`src/rtl/lvdc_cfg.svh`:
```
/*
  lvdc_cfg.svh - constants for the supply monitor status/control block:
  register offsets, field positions, reset values and timing figures.
  Assumes it is included by its bare name from files under rtl/.
*/
`ifndef LVDC_CFG_SVH
`define LVDC_CFG_SVH

// register offsets (word index on the plain register port)
`define LVDC_ADDR_W          4
`define LVDC_OFF_CTRL        4'h0
`define LVDC_OFF_IRQ_STATUS  4'h1
`define LVDC_OFF_IRQ_MASK    4'h2
`define LVDC_OFF_LIVE        4'h3

// field positions of the status/control register
`define LVDC_BIT_WARN_FLAG   7
`define LVDC_BIT_WARN_ACK    6
`define LVDC_BIT_WARN_IE     5
`define LVDC_BIT_RST_EN      4
`define LVDC_BIT_STOP_EN     3
`define LVDC_BIT_DET_EN      2
`define LVDC_BIT_BG_EN       0

// reset values of the control fields
`define LVDC_RST_WARN_IE     1'b0
`define LVDC_RST_RST_EN      1'b1
`define LVDC_RST_STOP_EN     1'b1
`define LVDC_RST_DET_EN      1'b1
`define LVDC_RST_BG_EN       1'b0

// interrupt status/mask bit positions
`define LVDC_IRQ_WARN        0
`define LVDC_IRQ_DETECT      1
`define LVDC_IRQ_W           2

// length of the forced system reset pulse and the clock period it is counted in
`define LVDC_RST_PULSE_NS    100
`define LVDC_CLK_NS          10

`endif

```
`src/rtl/lvdc_pkg.sv`:
```
/*
  lvdc_pkg.sv - types shared by the supply monitor control block.
  Assumes lvdc_cfg.svh is available on the include path.
*/
package lvdc_pkg;

  // state of the forced reset pulse generator
  typedef enum logic [0:0] {
    LVDC_RST_IDLE,
    LVDC_RST_PULSE
  } lvdc_rst_state_t;

endpackage

```
`src/rtl/lvdc_sync2.sv`:
```
/*
  lvdc_sync2.sv - two flip-flop synchroniser for level inputs.
  Assumes asynchronous inputs from the analogue comparators.
*/
`timescale 1ns/1ps
module lvdc_sync2 #(
  parameter int WIDTH = 2
) (
  // clock and reset
  input  wire logic             i_sys_clk,
  input  wire logic             i_rst,
  // levels
  input  wire logic [WIDTH-1:0] i_async,
  output logic      [WIDTH-1:0] o_sync
);

  logic [WIDTH-1:0] meta_q;
  logic [WIDTH-1:0] sync_q;

  // two stages, first read only by second
  always_ff @(posedge i_sys_clk or posedge i_rst) begin
    if (i_rst) begin
      meta_q <= '0;
      sync_q <= '0;
    end else begin
      meta_q <= i_async;
      sync_q <= meta_q;
    end
  end

  assign o_sync = sync_q;

endmodule // lvdc_sync2

```
`src/rtl/lvdc_once.sv`:
```
/*
  lvdc_once.sv - write-once control bits, locked after the first write.
  Assumes a one-cycle write strobe from the register decoder.
*/
`timescale 1ns/1ps
module lvdc_once #(
  parameter int WIDTH = 3,
  parameter logic [WIDTH-1:0] RESET_VAL = '0
) (
  // clock and reset
  input  wire logic             i_sys_clk,
  input  wire logic             i_rst,
  // write port
  input  wire logic             i_wr,
  input  wire logic [WIDTH-1:0] i_wdata,
  output logic      [WIDTH-1:0] o_value
);

  logic [WIDTH-1:0] val_q;
  logic [WIDTH-1:0] val_d;
  logic             lock_q;
  logic             lock_d;

  // first write after reset commits, later ones ignored
  always_comb begin
    val_d  = val_q;
    lock_d = lock_q;
    if (i_wr && !lock_q) begin
      val_d  = i_wdata;
      lock_d = 1'b1;
    end
  end

  always_ff @(posedge i_sys_clk or posedge i_rst) begin
    if (i_rst) begin
      val_q  <= RESET_VAL;
      lock_q <= 1'b0;
    end else begin
      val_q  <= val_d;
      lock_q <= lock_d;
    end
  end

  assign o_value = val_q;

endmodule // lvdc_once

```
`src/rtl/lvdc_top.sv`:
```
/*
  lvdc_top.sv - supply monitor status/control register logic: warning
  flag, write-once detector controls, bandgap buffer enable, interrupt
  and forced reset request.
  Assumes asynchronous comparator levels and a single-cycle register port.
*/
// Function
// - the warning flag in bit 7 sets while the warning comparator is low and stays set.
// - the flag sets on entering the warning condition, including right after reset.
// - writing 1 to bit 6 clears the flag only when no warning is present.
// - with bit 5 set an interrupt is requested while the flag is 1.
// - with bit 4 and the detector enabled a detect event forces a system reset.
// - bit 3 decides if the detector runs in stop mode, given the detector is on.
// - bit 2 turns detection on and gates the reset and stop enables.
// - the detector, stop and reset enables accept only the first write after reset.
// - bit 0 drives the bandgap reference buffer enable.
`timescale 1ns/1ps
`include "lvdc_cfg.svh"
module lvdc_top #(
  parameter int RST_PULSE_CYC = (`LVDC_RST_PULSE_NS + `LVDC_CLK_NS - 1) / `LVDC_CLK_NS
) (
  // clock and reset
  input  wire logic                    i_sys_clk,
  input  wire logic                    i_rst,
  // register port
  input  wire logic [`LVDC_ADDR_W-1:0] i_addr,
  input  wire logic [7:0]              i_wdata,
  input  wire logic                    i_wr,
  input  wire logic                    i_rd,
  output logic      [7:0]              o_rdata,
  // analogue comparators and mode
  input  wire logic                    i_warn_low,
  input  wire logic                    i_detect_low,
  input  wire logic                    i_stop_mode,
  // controls to analogue and reset controller, and interrupt request
  output logic                         o_detector_on,
  output logic                         o_bandgap_buffer_enable,
  output logic                         o_sys_reset_req,
  output logic                         o_irq
);

  localparam int CW = $clog2(RST_PULSE_CYC + 1);

  logic [1:0] comp_sync;
  logic       warn_s;
  logic       det_s;
  logic [2:0] once_val;
  logic       det_en;
  logic       stop_en;
  logic       rst_en;

  logic       warn_flag_q, warn_flag_d;
  logic       warn_ie_q, warn_ie_d;
  logic       bg_en_q, bg_en_d;
  logic       det_prev_q, det_prev_d;
  logic [`LVDC_IRQ_W-1:0] irq_stat_q, irq_stat_d;
  logic [`LVDC_IRQ_W-1:0] irq_mask_q, irq_mask_d;
  logic [7:0] rdata_q, rdata_d;
  logic       irq_q, irq_d;
  logic       det_on_q, det_on_d;
  logic       bg_out_q, bg_out_d;
  logic       sreq_q, sreq_d;
  lvdc_pkg::lvdc_rst_state_t rst_st_q, rst_st_d;
  logic [CW-1:0] rst_cnt_q, rst_cnt_d;

  // address decode used by read and write paths
  function automatic logic hit(input logic [`LVDC_ADDR_W-1:0] a,
                               input logic [`LVDC_ADDR_W-1:0] off);
    hit = (a == off);
  endfunction

  // comparator levels into the clock domain
  lvdc_sync2 #(.WIDTH(2)) u_sync (
    .i_sys_clk (i_sys_clk),
    .i_rst     (i_rst),
    .i_async   ({i_detect_low, i_warn_low}),
    .o_sync    (comp_sync)
  );
  assign warn_s = comp_sync[0];
  assign det_s  = comp_sync[1];

  lvdc_once #(
    .WIDTH     (3),
    .RESET_VAL ({`LVDC_RST_RST_EN, `LVDC_RST_STOP_EN, `LVDC_RST_DET_EN})
  ) u_once (
    .i_sys_clk (i_sys_clk),
    .i_rst     (i_rst),
    .i_wr      (i_wr && hit(i_addr, `LVDC_OFF_CTRL)),
    .i_wdata   ({i_wdata[`LVDC_BIT_RST_EN], i_wdata[`LVDC_BIT_STOP_EN],
                 i_wdata[`LVDC_BIT_DET_EN]}),
    .o_value   (once_val)
  );
  assign det_en  = once_val[0];
  assign stop_en = once_val[1];
  assign rst_en  = once_val[2];

  // register state, flag and interrupt status
  always_comb begin
    warn_flag_d = warn_flag_q;
    warn_ie_d   = warn_ie_q;
    bg_en_d     = bg_en_q;
    irq_mask_d  = irq_mask_q;
    irq_stat_d  = irq_stat_q;
    det_prev_d  = det_s;
    if (i_wr && hit(i_addr, `LVDC_OFF_CTRL)) begin
      warn_ie_d = i_wdata[`LVDC_BIT_WARN_IE];
      bg_en_d   = i_wdata[`LVDC_BIT_BG_EN];
      if (i_wdata[`LVDC_BIT_WARN_ACK] && !warn_s) begin
        warn_flag_d = 1'b0;
      end
    end
    if (i_wr && hit(i_addr, `LVDC_OFF_IRQ_MASK)) begin
      irq_mask_d = i_wdata[`LVDC_IRQ_W-1:0];
    end
    if (i_wr && hit(i_addr, `LVDC_OFF_IRQ_STATUS)) begin
      irq_stat_d = irq_stat_q & ~i_wdata[`LVDC_IRQ_W-1:0];
    end
    if (warn_s) begin
      warn_flag_d = 1'b1;
    end
    // sticky event bits, set beats clear
    if (warn_s) begin
      irq_stat_d[`LVDC_IRQ_WARN] = 1'b1;
    end
    if (det_s && !det_prev_q && det_en) begin
      irq_stat_d[`LVDC_IRQ_DETECT] = 1'b1;
    end
  end

  always_ff @(posedge i_sys_clk or posedge i_rst) begin
    if (i_rst) begin
      warn_flag_q <= 1'b0;
      warn_ie_q   <= `LVDC_RST_WARN_IE;
      bg_en_q     <= `LVDC_RST_BG_EN;
      det_prev_q  <= 1'b0;
      irq_stat_q  <= '0;
      irq_mask_q  <= '0;
    end else begin
      warn_flag_q <= warn_flag_d;
      warn_ie_q   <= warn_ie_d;
      bg_en_q     <= bg_en_d;
      det_prev_q  <= det_prev_d;
      irq_stat_q  <= irq_stat_d;
      irq_mask_q  <= irq_mask_d;
    end
  end

  // forced reset pulse generator
  always_comb begin
    rst_st_d  = rst_st_q;
    rst_cnt_d = rst_cnt_q;
    sreq_d    = 1'b0;
    unique case (rst_st_q)
      lvdc_pkg::LVDC_RST_IDLE: begin
        if (det_s && det_en && rst_en) begin
          rst_st_d  = lvdc_pkg::LVDC_RST_PULSE;
          rst_cnt_d = CW'(RST_PULSE_CYC - 1);
          sreq_d    = 1'b1;
        end
      end
      lvdc_pkg::LVDC_RST_PULSE: begin
        sreq_d = 1'b1;
        if (rst_cnt_q == '0) begin
          rst_st_d = lvdc_pkg::LVDC_RST_IDLE;
          sreq_d   = 1'b0;
        end else begin
          rst_cnt_d = rst_cnt_q - 1'b1;
        end
      end
    endcase
  end

  always_ff @(posedge i_sys_clk or posedge i_rst) begin
    if (i_rst) begin
      rst_st_q  <= lvdc_pkg::LVDC_RST_IDLE;
      rst_cnt_q <= '0;
      sreq_q    <= 1'b0;
    end else begin
      rst_st_q  <= rst_st_d;
      rst_cnt_q <= rst_cnt_d;
      sreq_q    <= sreq_d;
    end
  end

  // read mux and registered outputs
  always_comb begin
    rdata_d = 8'h00;
    if (i_rd) begin
      if (hit(i_addr, `LVDC_OFF_CTRL)) begin
        // ack and bit 1 read zero
        rdata_d[`LVDC_BIT_WARN_FLAG] = warn_flag_q;
        rdata_d[`LVDC_BIT_WARN_IE]   = warn_ie_q;
        rdata_d[`LVDC_BIT_RST_EN]    = rst_en;
        rdata_d[`LVDC_BIT_STOP_EN]   = stop_en;
        rdata_d[`LVDC_BIT_DET_EN]    = det_en;
        rdata_d[`LVDC_BIT_BG_EN]     = bg_en_q;
      end else if (hit(i_addr, `LVDC_OFF_IRQ_STATUS)) begin
        rdata_d[`LVDC_IRQ_W-1:0] = irq_stat_q;
      end else if (hit(i_addr, `LVDC_OFF_IRQ_MASK)) begin
        rdata_d[`LVDC_IRQ_W-1:0] = irq_mask_q;
      end else if (hit(i_addr, `LVDC_OFF_LIVE)) begin
        rdata_d[`LVDC_IRQ_W-1:0] = {det_s, warn_s};
      end
    end
    irq_d = (warn_ie_q && warn_flag_q) || (|(irq_stat_q & irq_mask_q));
    det_on_d = det_en && (!i_stop_mode || stop_en);
    bg_out_d = bg_en_q;
  end

  always_ff @(posedge i_sys_clk or posedge i_rst) begin
    if (i_rst) begin
      rdata_q  <= 8'h00;
      irq_q    <= 1'b0;
      det_on_q <= 1'b0;
      bg_out_q <= 1'b0;
    end else begin
      rdata_q  <= rdata_d;
      irq_q    <= irq_d;
      det_on_q <= det_on_d;
      bg_out_q <= bg_out_d;
    end
  end

  assign o_rdata                 = rdata_q;
  assign o_irq                   = irq_q;
  assign o_detector_on           = det_on_q;
  assign o_bandgap_buffer_enable = bg_out_q;
  assign o_sys_reset_req         = sreq_q;

endmodule // lvdc_top

```
`config.mk`:
```
export PLATFORM = sky130hd
export DESIGN_NAME = lvdc_top
export DESIGN_NICKNAME = d
export VERILOG_FILES = /design/src/rtl/lvdc_pkg.sv /design/src/rtl/lvdc_sync2.sv /design/src/rtl/lvdc_once.sv /design/src/rtl/lvdc_top.sv
export VERILOG_INCLUDE_DIRS = /design/src /design/src/rtl
export SDC_FILE = /design/constraint.sdc
export NUM_CORES = 1
export LEC_CHECK = 0
export BUFFER_PORTS_ARGS = -buffer_cell sky130_fd_sc_hd__buf_2
export CORE_MARGIN = 5
export CORE_UTILIZATION = 46
export DETAILED_ROUTE_END_ITERATION = 10
export PLACE_DENSITY = 0.7
export SLEW_MARGIN = 15
export SYNTH_ARGS = -nofsm -noshare
export SYNTH_HDL_FRONTEND = slang
export SYNTH_HIERARCHICAL = 1
export SYNTH_SLANG_ARGS = --single-unit
```
`constraint.sdc`:
```
create_clock -name i_sys_clk -period 1.55 [get_ports i_sys_clk]
set_clock_uncertainty 0.1 [all_clocks]
set_input_delay 0.2325 -clock i_sys_clk [delete_from_list [all_inputs] [get_ports i_sys_clk]]
set_output_delay 0.2325 -clock i_sys_clk [all_outputs]
set_load 0.05 [all_outputs]
```
After elaboration in Yosys (flattened, before gate mapping)

Index checks and enable logic that the tools add are counted.

$add $sub $neg: 1
Equality and inequality tests: 5
Reductions and logical operators: 26
Bitwise gates (word level): 4
Muxes and demuxes: 21

Operator list:

| cell                  | count |
|---|---|
| $mux W4               | 3 |
| $logic_and A1 B1 Y1   | 11 |
| $mux W1               | 11 |
| $eq A4 B2 Y1 const B  | 2 |
| $logic_not A4 Y1      | 2 |
| $mux W2               | 4 |
| $pmux W4 S2           | 1 |
| $reduce_bool A2 Y1    | 4 |
| $mux W6               | 1 |
| $and A2 B2 Y2         | 2 |
| $eq A4 B1 Y1 const B  | 1 |
| $logic_not A1 Y1      | 4 |
| $ne A2 B2 Y1 const B  | 2 |
| $reduce_and A2 Y1     | 2 |
| $sub A4 B1 Y4 const B | 1 |
| $logic_or A1 B1 Y1    | 2 |
| $not A2 Y2            | 1 |
| $pmux W1 S2           | 1 |
| $reduce_or A2 Y1      | 1 |
| $not A1 Y1            | 1 |

Word-level logic and storage cells: 74
Bits of input ports: 19
Output and inout port bits: 12
Flip-flop bits (word level): 31

Longest topological paths before layout

Gate-level depths: netlist of the first run.

Word-level depth: 6
Mapped depth: 5
Gate-level depth less buffers: 5

Hierarchy

Netlist of the first run, hierarchy kept.

By module, submodules not included:

| module     | seq. area each (um2) | area an instance (um2) | times used | cells an instance |
|---|---|---|---|---|
| lvdc_top   | 575.6                | 1002.2                 | 1          | 78 |
| lvdc_once  | 103.8                | 172.7                  | 1          | 10 |
| lvdc_sync2 | 100.1                | 103.8                  | 1          | 5 |

Worst setup path after synthesis of the first run

Ideal clock, no wire load.

Path kind: register -> register
From: reg rst_st_q
To: reg rst_cnt_q[3]
Arrival time: 1305 ps
Cell stages (with the launch flop): 4
Library setup time: 126 ps
Data required time: 1324 ps
Path slack: 18 ps
Cells stage by stage: dfrtp_1 > nor4b_1 > mux2i_1 > nand2_1

Longest elaborated chain between the ends: 3
Elaborated cells between the ends (all ways): 5

Ends and longest elaborated chain:

| what                        | RTL line        | text |
|---|---|---|
| start, declared             | lvdc_top.sv:63  | `lvdc_pkg::lvdc_rst_state_t rst_st_q, rst_st_d;` |
| start signal, assigned      | lvdc_top.sv:175 | `rst_st_q <= lvdc_pkg::LVDC_RST_IDLE;` |
| start signal, assigned      | lvdc_top.sv:179 | `rst_st_q <= rst_st_d;` |
| $not A1 Y1                  | -               |  |
| $ne A2 B2 Y1 (no line)      | -               |  |
| $reduce_and A2 Y1 (no line) | -               |  |
| end signal, assigned        | lvdc_top.sv:180 | `rst_cnt_q <= rst_cnt_d;` |
| end, declared               | lvdc_top.sv:64  | `logic [CW-1:0] rst_cnt_q, rst_cnt_d;` |

Parallel ways exist; a longest one is shown, timed or not.
A chain may end at the register's enable or synchronous reset.

Worst setup path in the final report of the first run

From: reg rst_cnt_q[0]
To: reg rst_cnt_q[0]

Longest elaborated chain between the ends: 3
Elaborated cells between the ends (all ways): 6

Ends and longest elaborated chain:

| what                                              | RTL line |
|---|---|
| $sub A4 B1 Y4 or $logic_not A4 Y1 (tied branches) | lvdc_top.sv:167, lvdc_top.sv:163 |
| $mux W4 or $ne A2 B2 Y1 (tied branches)           | - |
| $pmux W4 S2 or $reduce_and A2 Y1 (tied branches)  | - |

Parallel ways exist; a longest one is shown, timed or not. The select of a mux whose other input is x is not followed.

==> qor_table.md, run 1 <==
| Group | Quantity | Value |
|:---|:---|:---|
| status | Status | completed |
| routing | Number of vias in the routed layout | 833 |
| yosys | XOR/XNOR Fraction of Synth Area | 0% |
| final layout | Layout net count | 157 |
| yosys | Number of distinct library cells after synthesis | 31 |
| worst setup path | Arrival time at the worst endpoint | 1.57 ns |
| floorplan | Number of ports placed on the die boundary | 31 |
| clock tree | Sink Count | 31 |
| global routing | Residual overflow from global routing | 0 |
| final layout | Area Growth Syn to Fin | 25.9% |
| worst hold path | Min-Delay Path Class | in2reg |
| timing | Post-route clock period utilization | 94.0% |
| power and ir drop | P per Cell Area | 1410 nW/um^2 |
| clock tree | Clock root buffer | sky130_fd_sc_hd__clkbuf_4 |
| clock tree | Clock-pin slew reported for the worst setup and hold paths after clock tree synthesis | 0.09 ns |
| yosys | Count of yosys warnings during synthesis | 6 |
| final layout | Non-Filler Cell Area, Final | 1610 um^2 |
| yosys | Register area share after synthesis | 61.0% |
| routing | Violation count after the first detailed-routing iteration | 23 |
| yosys | Post-synthesis instance area | 1280 um^2 |
| timing | Achievable frequency | 686 MHz |
| final layout | Antenna diode instance count | 0 |
| floorplan | Total die area | 3930 um^2 |
| routing | Drt first pass iters | 4 |
| worst setup path | Required time at the endpoint of the critical path | 1.66 ns |
| clock tree | CTS Buf Count | 5 |
| floorplan | Area inside the core boundary | 2710 um^2 |
| yosys | Area fraction in and, or, nand and nor cells after synthesis | 16.2% |
| yosys | Synthesized-area fraction occupied by ao, oa, aoi and oai cells | 5.87% |
| placement | Detailed placement HPWL | 1750 um |
| global routing | Antenna violations before repair | 0 |
| clock tree | Source-to-sink clock delay at the later pin of the worst-skew pair | 0.32 ns |
| routing | Vias per cell | 4.93 |
| global routing | Total routing usage reported by global routing | 12.8% |
| worst setup path | Worst-case reg-to-reg path depth | 5 |
| clock tree | Number of buffers on the longest clock path | 2 |
| power and ir drop | PnR Total Power | 0.00227 W |
| yosys | Syn Inst Count | 93 |
| routing | Overall routed net length | 2240 um |
| routing | Number of nets with antenna violations after routing | 0 |
| yosys | Share of synthesized area spent on multiplexers | 12.4% |
| timing | Period minus WS final | 1.46 ns |
| yosys | Post-synth net total | 113 |
| clock tree | TritonCTS clock tree | done |
| floorplan | Die W | 62.7 um |
| yosys | Number of flip-flops and latches in the synthesized netlist | 31 |
| worst setup path | Nature of the critical path startpoint | register |
| global routing | Number of global-route vias before repair | 875 |
| global routing | Largest net degree at the start of global routing | 24 |
| yosys | Main combinational cell family by area after synthesis | simple AND/OR/NAND/NOR gates |
| yosys | Post-Syn Area per Cell | 13.7 um^2 |
| timing | Post-Route Setup TNS | 0 ns |
| floorplan | Vertical die dimension | 62.7 um |
| worst hold path | Number of cells on the worst hold path | 2 |
| timing | Final count of hold timing violations | 0 |
| placement | Post-Place Worst Slack | 0.0486 ns |
| timing | Minimum hold slack | 0.0321 ns |
| worst setup path | Type of destination of the critical path | register |
| placement | Final estimated routing congestion in global placement | 0.939 |
| floorplan | Starting density of the core | 47.2% |
| final layout | Fraction of final layout cells sized beyond drive strength 1 | 44.2% |
| timing | Worst-case setup margin in the final layout | 0.0927 ns |
| power and ir drop | Maximum VDD drop | 0.900 mV |
| timing | Max-slew violation total from the final report | 0 |
| final layout | Count of filler cells inserted in the layout | 240 |
| worst setup path | Top fanout value on the critical path | 3 |
| flow run | Number of maximum-capacitance violations | 0 |
| timing | Unrepaired setup endpoints after global routing | no |
| clock tree | Max H-tree Level | 2 |
| worst setup path | Path type of the worst setup path | reg2reg |
| timing | Final setup vio count | 0 |
| floorplan | Row Count | 19 |
| routing | Wirelength per Cell | 13.3 um |
| placement | Total of buffers placed on input and output ports | 28 |
| placement | Placed instance area | 1490 um^2 |
| routing | Residual DRC count | 0 |
| yosys | Synthesized-area fraction occupied by adder cells | 0.978% |
| power and ir drop | Leakage dissipation | 0.795 nW |
| global routing | Wire length of the first global-routing pass | 3890 um |
[path summary, 6_finish.rpt]
check	slack [ns]	from	end
max in group asynchronous	0.73	i_rst	rst_cnt_q[0]
worst min-delay path	0.03	i_wdata[5]	warn_ie_q
worst min register to register	0.27	u_sync/meta_q[1]	u_sync/o_sync[1]
worst max-delay path	0.09	rst_cnt_q[0]	rst_cnt_q[0]
min in group asynchronous	0.23	i_rst	u_once/lock_q
worst max register to register	0.09	rst_cnt_q[0]	rst_cnt_q[0]
[synthesized netlist by cell type]
library cell | number | share of area, %
sky130_fd_sc_hd__or3b_4 | 1 | 0.88
sky130_fd_sc_hd__nand2_1 | 7 | 2.1
sky130_fd_sc_hd__nor3_4 | 1 | 1.3
sky130_fd_sc_hd__nand3_1 | 5 | 2.0
sky130_fd_sc_hd__o2bb2ai_1 | 1 | 0.69
sky130_fd_sc_hd__a22oi_1 | 1 | 0.59
sky130_fd_sc_hd__and2b_2 | 1 | 0.69
sky130_fd_sc_hd__inv_1 | 9 | 2.6
sky130_fd_sc_hd__a222oi_1 | 1 | 0.78
sky130_fd_sc_hd__mux2_2 | 6 | 5.3
sky130_fd_sc_hd__nand4b_1 | 1 | 0.69
sky130_fd_sc_hd__nor4b_1 | 1 | 0.69
sky130_fd_sc_hd__nor2b_4 | 2 | 2.2
sky130_fd_sc_hd__nor3b_4 | 1 | 1.5
sky130_fd_sc_hd__mux4_1 | 1 | 2.1
sky130_fd_sc_hd__conb_1 | 1 | 0.29
sky130_fd_sc_hd__or2_1 | 1 | 0.49
sky130_fd_sc_hd__mux2_4 | 3 | 3.5
sky130_fd_sc_hd__nor4_1 | 1 | 0.49
sky130_fd_sc_hd__a21o_1 | 2 | 1.2
sky130_fd_sc_hd__o21ai_0 | 1 | 0.39
sky130_fd_sc_hd__ha_1 | 1 | 0.98
sky130_fd_sc_hd__mux2i_1 | 2 | 1.6
sky130_fd_sc_hd__dfrtp_1 | 28 | 55
sky130_fd_sc_hd__a21boi_0 | 1 | 0.59
sky130_fd_sc_hd__and2_1 | 4 | 2.0
sky130_fd_sc_hd__nor2_1 | 3 | 0.88
sky130_fd_sc_hd__o31ai_4 | 1 | 1.7
sky130_fd_sc_hd__nand3b_1 | 1 | 0.59
sky130_fd_sc_hd__dfstp_2 | 3 | 6.2
sky130_fd_sc_hd__buf_4 | 1 | 0.59
[stage by stage]
step,std cells,util [%]
floorplan,93,-
global placement,156,54.9
detailed placement,156,54.9
CTS,168,58.9
global route,169,59.4
finish,169,59.4
[what timing repair did]
action	4_1_cts	5_1_grt
hold buffers	4	0
resized for setup	0	2
hold endpoints to repair	34	0
endpoints found under the setup margin	0	1
buffers inserted	0	1
[layer usage]
layer	up-vias	global-route usage (%)	share of wire, %	wire length [um]
li1	403	-	-	-
met4	0	6.37	2.3	52
met5	-	0	0	0
met2	30	20.1	48	1070
met3	7	5.94	8.0	180
met1	393	14.6	42	935
[registers in the layout, summed over array words and instances, names as in the netlist]
signal                   cells
o_rdata                      7
rst_cnt_q                    4
u_once/o_value               3
irq_mask_q                   2
irq_stat_q                   2
u_sync/meta_q                2
u_sync/o_sync                2
bg_en_q                      1
det_prev_q                   1
o_bandgap_buffer_enable      1
o_detector_on                1
o_irq                        1
rst_st_q                     1
u_once/lock_q                1
warn_flag_q                  1
warn_ie_q                    1
[final cells by class]
cell class              count  area (um^2)  share of cell area [%]
flip-flops and latches     31          779                    48.4
clock buffers               8         68.8                    4.27
repair buffers             38          225                    14.0
well taps                  31         38.8                    2.41
multi-input cells          52          464                    28.8
inverters                   9         33.8                    2.10
[where the power goes]
group | switching, W | internal, W | total (W)
combinational | 0.000340 | 0.000303 | 0.000644
clock | 0.000256 | 0.000267 | 0.000522
sequential | 0.000135 | 0.000974 | 0.00111
total | 0.000731 | 0.00154 | 0.00227
[cells by family (layout without fill, tap and decap cells)]
kind of cell | after synthesis | in the layout
AOI/OAI and AO/OA | 8 | 8
adders and majority gates | 1 | 1
and+or+nand+nor | 30 | 30
other | 1 | 1
muxes | 12 | 12
DFF | 31 | 31
buffers and inverters | 10 | 55
[placed cells by master, fill, tap and decap left out]
master / n
sky130_fd_sc_hd__or2_1: 1
sky130_fd_sc_hd__o21ai_0: 1
sky130_fd_sc_hd__a21o_1: 2
sky130_fd_sc_hd__inv_1: 9
sky130_fd_sc_hd__and2b_2: 1
sky130_fd_sc_hd__mux2_2: 5
sky130_fd_sc_hd__ha_2: 1
sky130_fd_sc_hd__a21boi_0: 1
sky130_fd_sc_hd__nor3_4: 1
sky130_fd_sc_hd__dfrtp_1: 28
sky130_fd_sc_hd__nand2_1: 7
sky130_fd_sc_hd__clkbuf_4: 5
sky130_fd_sc_hd__nor2_1: 3
sky130_fd_sc_hd__a222oi_1: 1
sky130_fd_sc_hd__nand3_1: 5
sky130_fd_sc_hd__nor4b_1: 1
sky130_fd_sc_hd__a22oi_1: 1
sky130_fd_sc_hd__nor4_1: 1
sky130_fd_sc_hd__o31ai_4: 1
sky130_fd_sc_hd__o2bb2ai_1: 1
sky130_fd_sc_hd__dlygate4sd3_1: 4
sky130_fd_sc_hd__nand4b_1: 1
sky130_fd_sc_hd__buf_4: 6
sky130_fd_sc_hd__nor3b_4: 1
sky130_fd_sc_hd__dfstp_2: 3
sky130_fd_sc_hd__mux2i_1: 2
sky130_fd_sc_hd__conb_1: 1
sky130_fd_sc_hd__mux2_4: 4
sky130_fd_sc_hd__nand3b_1: 1
sky130_fd_sc_hd__buf_2: 28
sky130_fd_sc_hd__clkbuf_1: 1
sky130_fd_sc_hd__or3b_4: 1
sky130_fd_sc_hd__nor2b_4: 2
sky130_fd_sc_hd__mux4_1: 1
sky130_fd_sc_hd__and2_1: 4
sky130_fd_sc_hd__clkbuf_8: 2
[critical path, stage by stage (launching register included)]
cell	delay (ns)
sky130_fd_sc_hd__dfrtp_1	0.39
sky130_fd_sc_hd__inv_1	0.10
sky130_fd_sc_hd__ha_2	0.18
sky130_fd_sc_hd__inv_1	0.06
sky130_fd_sc_hd__o31ai_4	0.20
sky130_fd_sc_hd__mux2_4	0.32
Note: power is estimated with default switching activity, not from simulation.
==> run 2: changes to the inputs <==
HOLD_SLACK_MARGIN = 0.08   (was default)
SETUP_SLACK_MARGIN = 0.02   (was default)
SYNTH_HIERARCHICAL = default   (was 1)
==> run 2 against run 1 <==
Against the previous run: die area fell by 3.8%; core utilization rose by 5.2 points; global-route usage rose by 1.3 points; clock power fell by 9.2%; power fell by 4.9%; synthesized cell count fell by 3.2%; largest power group unchanged.
==> qor_table.md, run 2 <==
| Group | Quantity | Value |
|:---|:---|:---|
| power and ir drop | Cell-internal power | 0.00146 W |
| final layout | Layout net count | 160 |
| timing | Final setup vio count | 0 |
| floorplan | Number of ports placed on the die boundary | 31 |
| clock tree | Max H-tree Level | 2 |
| clock tree | CTS Buf Count | 5 |
| yosys | Synthesized-area fraction occupied by adder cells | 1.02% |
| routing | Vias per cell | 5.02 |
| final layout | Max FFs per register | 7 |
| final layout | Fraction of final layout cells sized beyond drive strength 1 | 40.4% |
| clock tree | Source-to-sink clock delay at the later pin of the worst-skew pair | 0.33 ns |
| status | Status | completed |
| routing | Residual DRC count | 0 |
| routing | Wirelength per Cell | 13.2 um |
| yosys | XOR/XNOR Fraction of Synth Area | 0% |
| floorplan | Row Count | 18 |
| worst hold path | Number of cells on the worst hold path | 3 |
| yosys | Number of synthesized flops with an enable pin | 0 |
| final layout | Sequential cell area in the final layout | 781 um^2 |
| power and ir drop | Combinational fraction of design power | 27.1% |
| routing | Violation count after the first detailed-routing iteration | 22 |
| worst hold path | Min-Delay Path Class | in2reg |
| yosys | Yosys top cell area share | 57.4% |
| worst setup path | Type of destination of the critical path | register |
| power and ir drop | Fraction of power spent switching nets | 32.5% |
| floorplan | Total die area | 3790 um^2 |
| worst setup path | Arrival time at the worst endpoint | 1.60 ns |
| routing | Number of vias in the routed layout | 859 |
| timing | Achievable frequency | 676 MHz |
| global routing | Total routing usage reported by global routing | 14.1% |
| clock tree | Number of buffers on the longest clock path | 2 |
| final layout | Count of filler cells inserted in the layout | 189 |
| yosys | Share of synthesized area spent on multiplexers | 10.9% |
| power and ir drop | Maximum VDD drop | 0.931 mV |
| yosys | Area fraction in and, or, nand and nor cells after synthesis | 15.8% |
| worst setup path | Setup slack of the most critical reg-to-reg path | 0.07 ns |
| yosys | Share of flip-flops with an asynchronous set or reset after synthesis | 100% |
| floorplan | Area inside the core boundary | 2500 um^2 |
| timing | Max-slew violation total from the final report | 0 |
| yosys | Number of flip-flops and latches in the synthesized netlist | 31 |
| timing | Period minus WS final | 1.48 ns |
| yosys | Register area share after synthesis | 63.8% |
| floorplan | Die W | 61.5 um |
| power and ir drop | P per Cell Area | 1340 nW/um^2 |
| yosys | Dominant cell type by area after synthesis | sky130_fd_sc_hd__dfrtp_1 |
| yosys | Count of yosys warnings during synthesis | 0 |
| placement | Total of buffers placed on input and output ports | 28 |
| timing | Minimum hold slack | 0.140 ns |
| power and ir drop | Leakage dissipation | 0.776 nW |
| flow run | Number of maximum-capacitance violations | 0 |
| routing | Overall routed net length | 2260 um |
| floorplan | Starting density of the core | 48.8% |
| yosys | Syn Inst Count | 90 |
| global routing | Residual overflow from global routing | 0 |
| final layout | Commonest non-fill, non-tap cell in the layout | sky130_fd_sc_hd__buf_2 |
| yosys | Top cells by area in the synthesized netlist | sky130_fd_sc_hd__dfrtp_1 (57%), sky130_fd_sc_hd__mux2_2 (7.4%), sky130_fd_sc_hd__dfstp_2 (6.5%) |
| timing | Unrepaired setup endpoints after global routing | yes |
| yosys | Post-Syn Area per Cell | 13.6 um^2 |
| final layout | Antenna diode instance count | 0 |
| final layout | Highest-count cells in the layout ignoring fill and taps | sky130_fd_sc_hd__buf_2 (28), sky130_fd_sc_hd__dfrtp_1 (27), sky130_fd_sc_hd__dlygate4sd3_1 (13) |
| yosys | Post-synthesis instance area | 1220 um^2 |
| worst setup path | Worst-case reg-to-reg path depth | 2 |
| final layout | Multi-input logic area | 422 um^2 |
| clock tree | Clock root buffer | sky130_fd_sc_hd__clkbuf_4 |
| placement | Detailed placement HPWL | 1610 um |
| global routing | Number of global-route vias before repair | 863 |
| placement | Final estimated routing congestion in global placement | 0.838 |
| worst setup path | Required time at the endpoint of the critical path | 1.67 ns |
| yosys | Cell types with the highest counts after synthesis | sky130_fd_sc_hd__dfrtp_1 (28), sky130_fd_sc_hd__mux2_2 (8), sky130_fd_sc_hd__inv_1 (6), sky130_fd_sc_hd__nand2_1 (6), sky130_fd_sc_hd__and2_1 (4) |
| clock tree | Sink Count | 31 |
| clock tree | TritonCTS clock tree | done |
| global routing | Antenna violations before repair | 0 |
| timing | Post-Route Setup TNS | 0 ns |
| global routing | Largest net degree at the start of global routing | 32 |
| power and ir drop | PnR Total Power | 0.00216 W |
| power and ir drop | Power share of the clock group | 21.9% |
| yosys | Synthesized-area fraction occupied by ao, oa, aoi and oai cells | 5.74% |
| worst setup path | Top fanout value on the critical path | 3 |
| yosys | Post-synth net total | 110 |
| global routing | Wire length of the first global-routing pass | 3660 um |
| yosys | Main combinational cell family by area after synthesis | simple AND/OR/NAND/NOR gates |
| yosys | Most common cell in the synthesized netlist | sky130_fd_sc_hd__dfrtp_1 |
| floorplan | Vertical die dimension | 61.5 um |
| timing | Final count of hold timing violations | 0 |
| worst setup path | Path type of the worst setup path | reg2reg |
| routing | Number of nets with antenna violations after routing | 0 |
| yosys | Number of distinct library cells after synthesis | 31 |
| final layout | Area Growth Syn to Fin | 32.3% |
| routing | Drt first pass iters | 4 |
| yosys | Most instantiated flip-flop cell in the synthesis netlist | sky130_fd_sc_hd__dfrtp_1 |
| worst setup path | Nature of the critical path startpoint | register |
| power and ir drop | Net switching power figure | 0.000702 W |
| power and ir drop | Part of the total power dissipated in sequential elements | 51.0% |
| clock tree | Clock-pin slew reported for the worst setup and hold paths after clock tree synthesis | 0.09 ns |
| timing | Post-route clock period utilization | 95.4% |
==> run 2: routing by layer <==
layer,vias up,part of all wire (%),wire [um],GRT usage (%)
met5,-,0,0,0
met4,0,2.0,45,6.67
met3,6,8.6,195,7.34
met2,27,47,1060,21.7
met1,409,42,959,16.4
li1,417,-,-,-
==> run 2: worst paths after layout <==
| kind | start | endpoint |
|---|---|---|
| setup / recovery | rst_cnt_q[1] | rst_cnt_q[3] |
| hold / removal | i_addr[2] | o_rdata[3] |
| setup reg to reg | rst_cnt_q[1] | rst_cnt_q[3] |
| hold reg to reg | u_sync.meta_q[1] | u_sync.o_sync[1] |
| max in group asynchronous | i_rst | u_once.o_value[2] |
| min in group asynchronous | i_rst | u_once.lock_q |
==> run 2: final cells by class <==
class	instances	share of cell area, %
Sequential cell	31	48.3
Multi-Input combinational cell	52	26.1
Clock buffer	7	3.41
Tap cell	30	2.32
Clock inverter	1	0.310
Inverter	6	1.39
Timing Repair Buffer	44	18.1
==> run 2: repair_timing <==
item	in CTS	in global routing
gates resized for setup	0	3
endpoints found under the setup margin	0	5
hold buffers	13	0
hold endpoints to repair	40	0
buffers inserted	0	1
==> run 2: critical path: stages (launching register included) <==
cell and delay, ns:
sky130_fd_sc_hd__dfrtp_1 0.40, sky130_fd_sc_hd__or4b_1 0.56, sky130_fd_sc_hd__a211o_1 0.31
==> run 2: through the flow <==
stage | area [um^2] | setup WS (ns) | utilization [%] | cells
floorplan | 1220 | 0.0275 | - | 90
global route | 1620 | 0.00896 | 64.6 | 171
finish | 1620 | 0.0715 | 64.6 | 171
global placement | 1410 | 0.129 | 56.3 | 149
detailed placement | 1410 | 0.0556 | 56.3 | 149
CTS | 1600 | 0.0399 | 63.9 | 170
==> run 2: cell families after synthesis <==
logic type                 after synthesis
DFF                                     31
and+or+nand+nor                         30
muxes                                   11
AOI/OAI and AO/OA                        9
buffers and inverters                    7
adders and majority gates                1
other                                    1
==> run 2: power groups by stage <==
stage / registers, W / clock network (W) / logic [W]
floorplan: 0.00121 / 0 / 0.000273
global placement: 0.00110 / 0 / 0.000520
detailed placement: 0.00111 / 0 / 0.000537
CTS: 0.00110 / 0.000498 / 0.000563
global route: 0.00112 / 0.000532 / 0.000645
finish: 0.00110 / 0.000474 / 0.000586
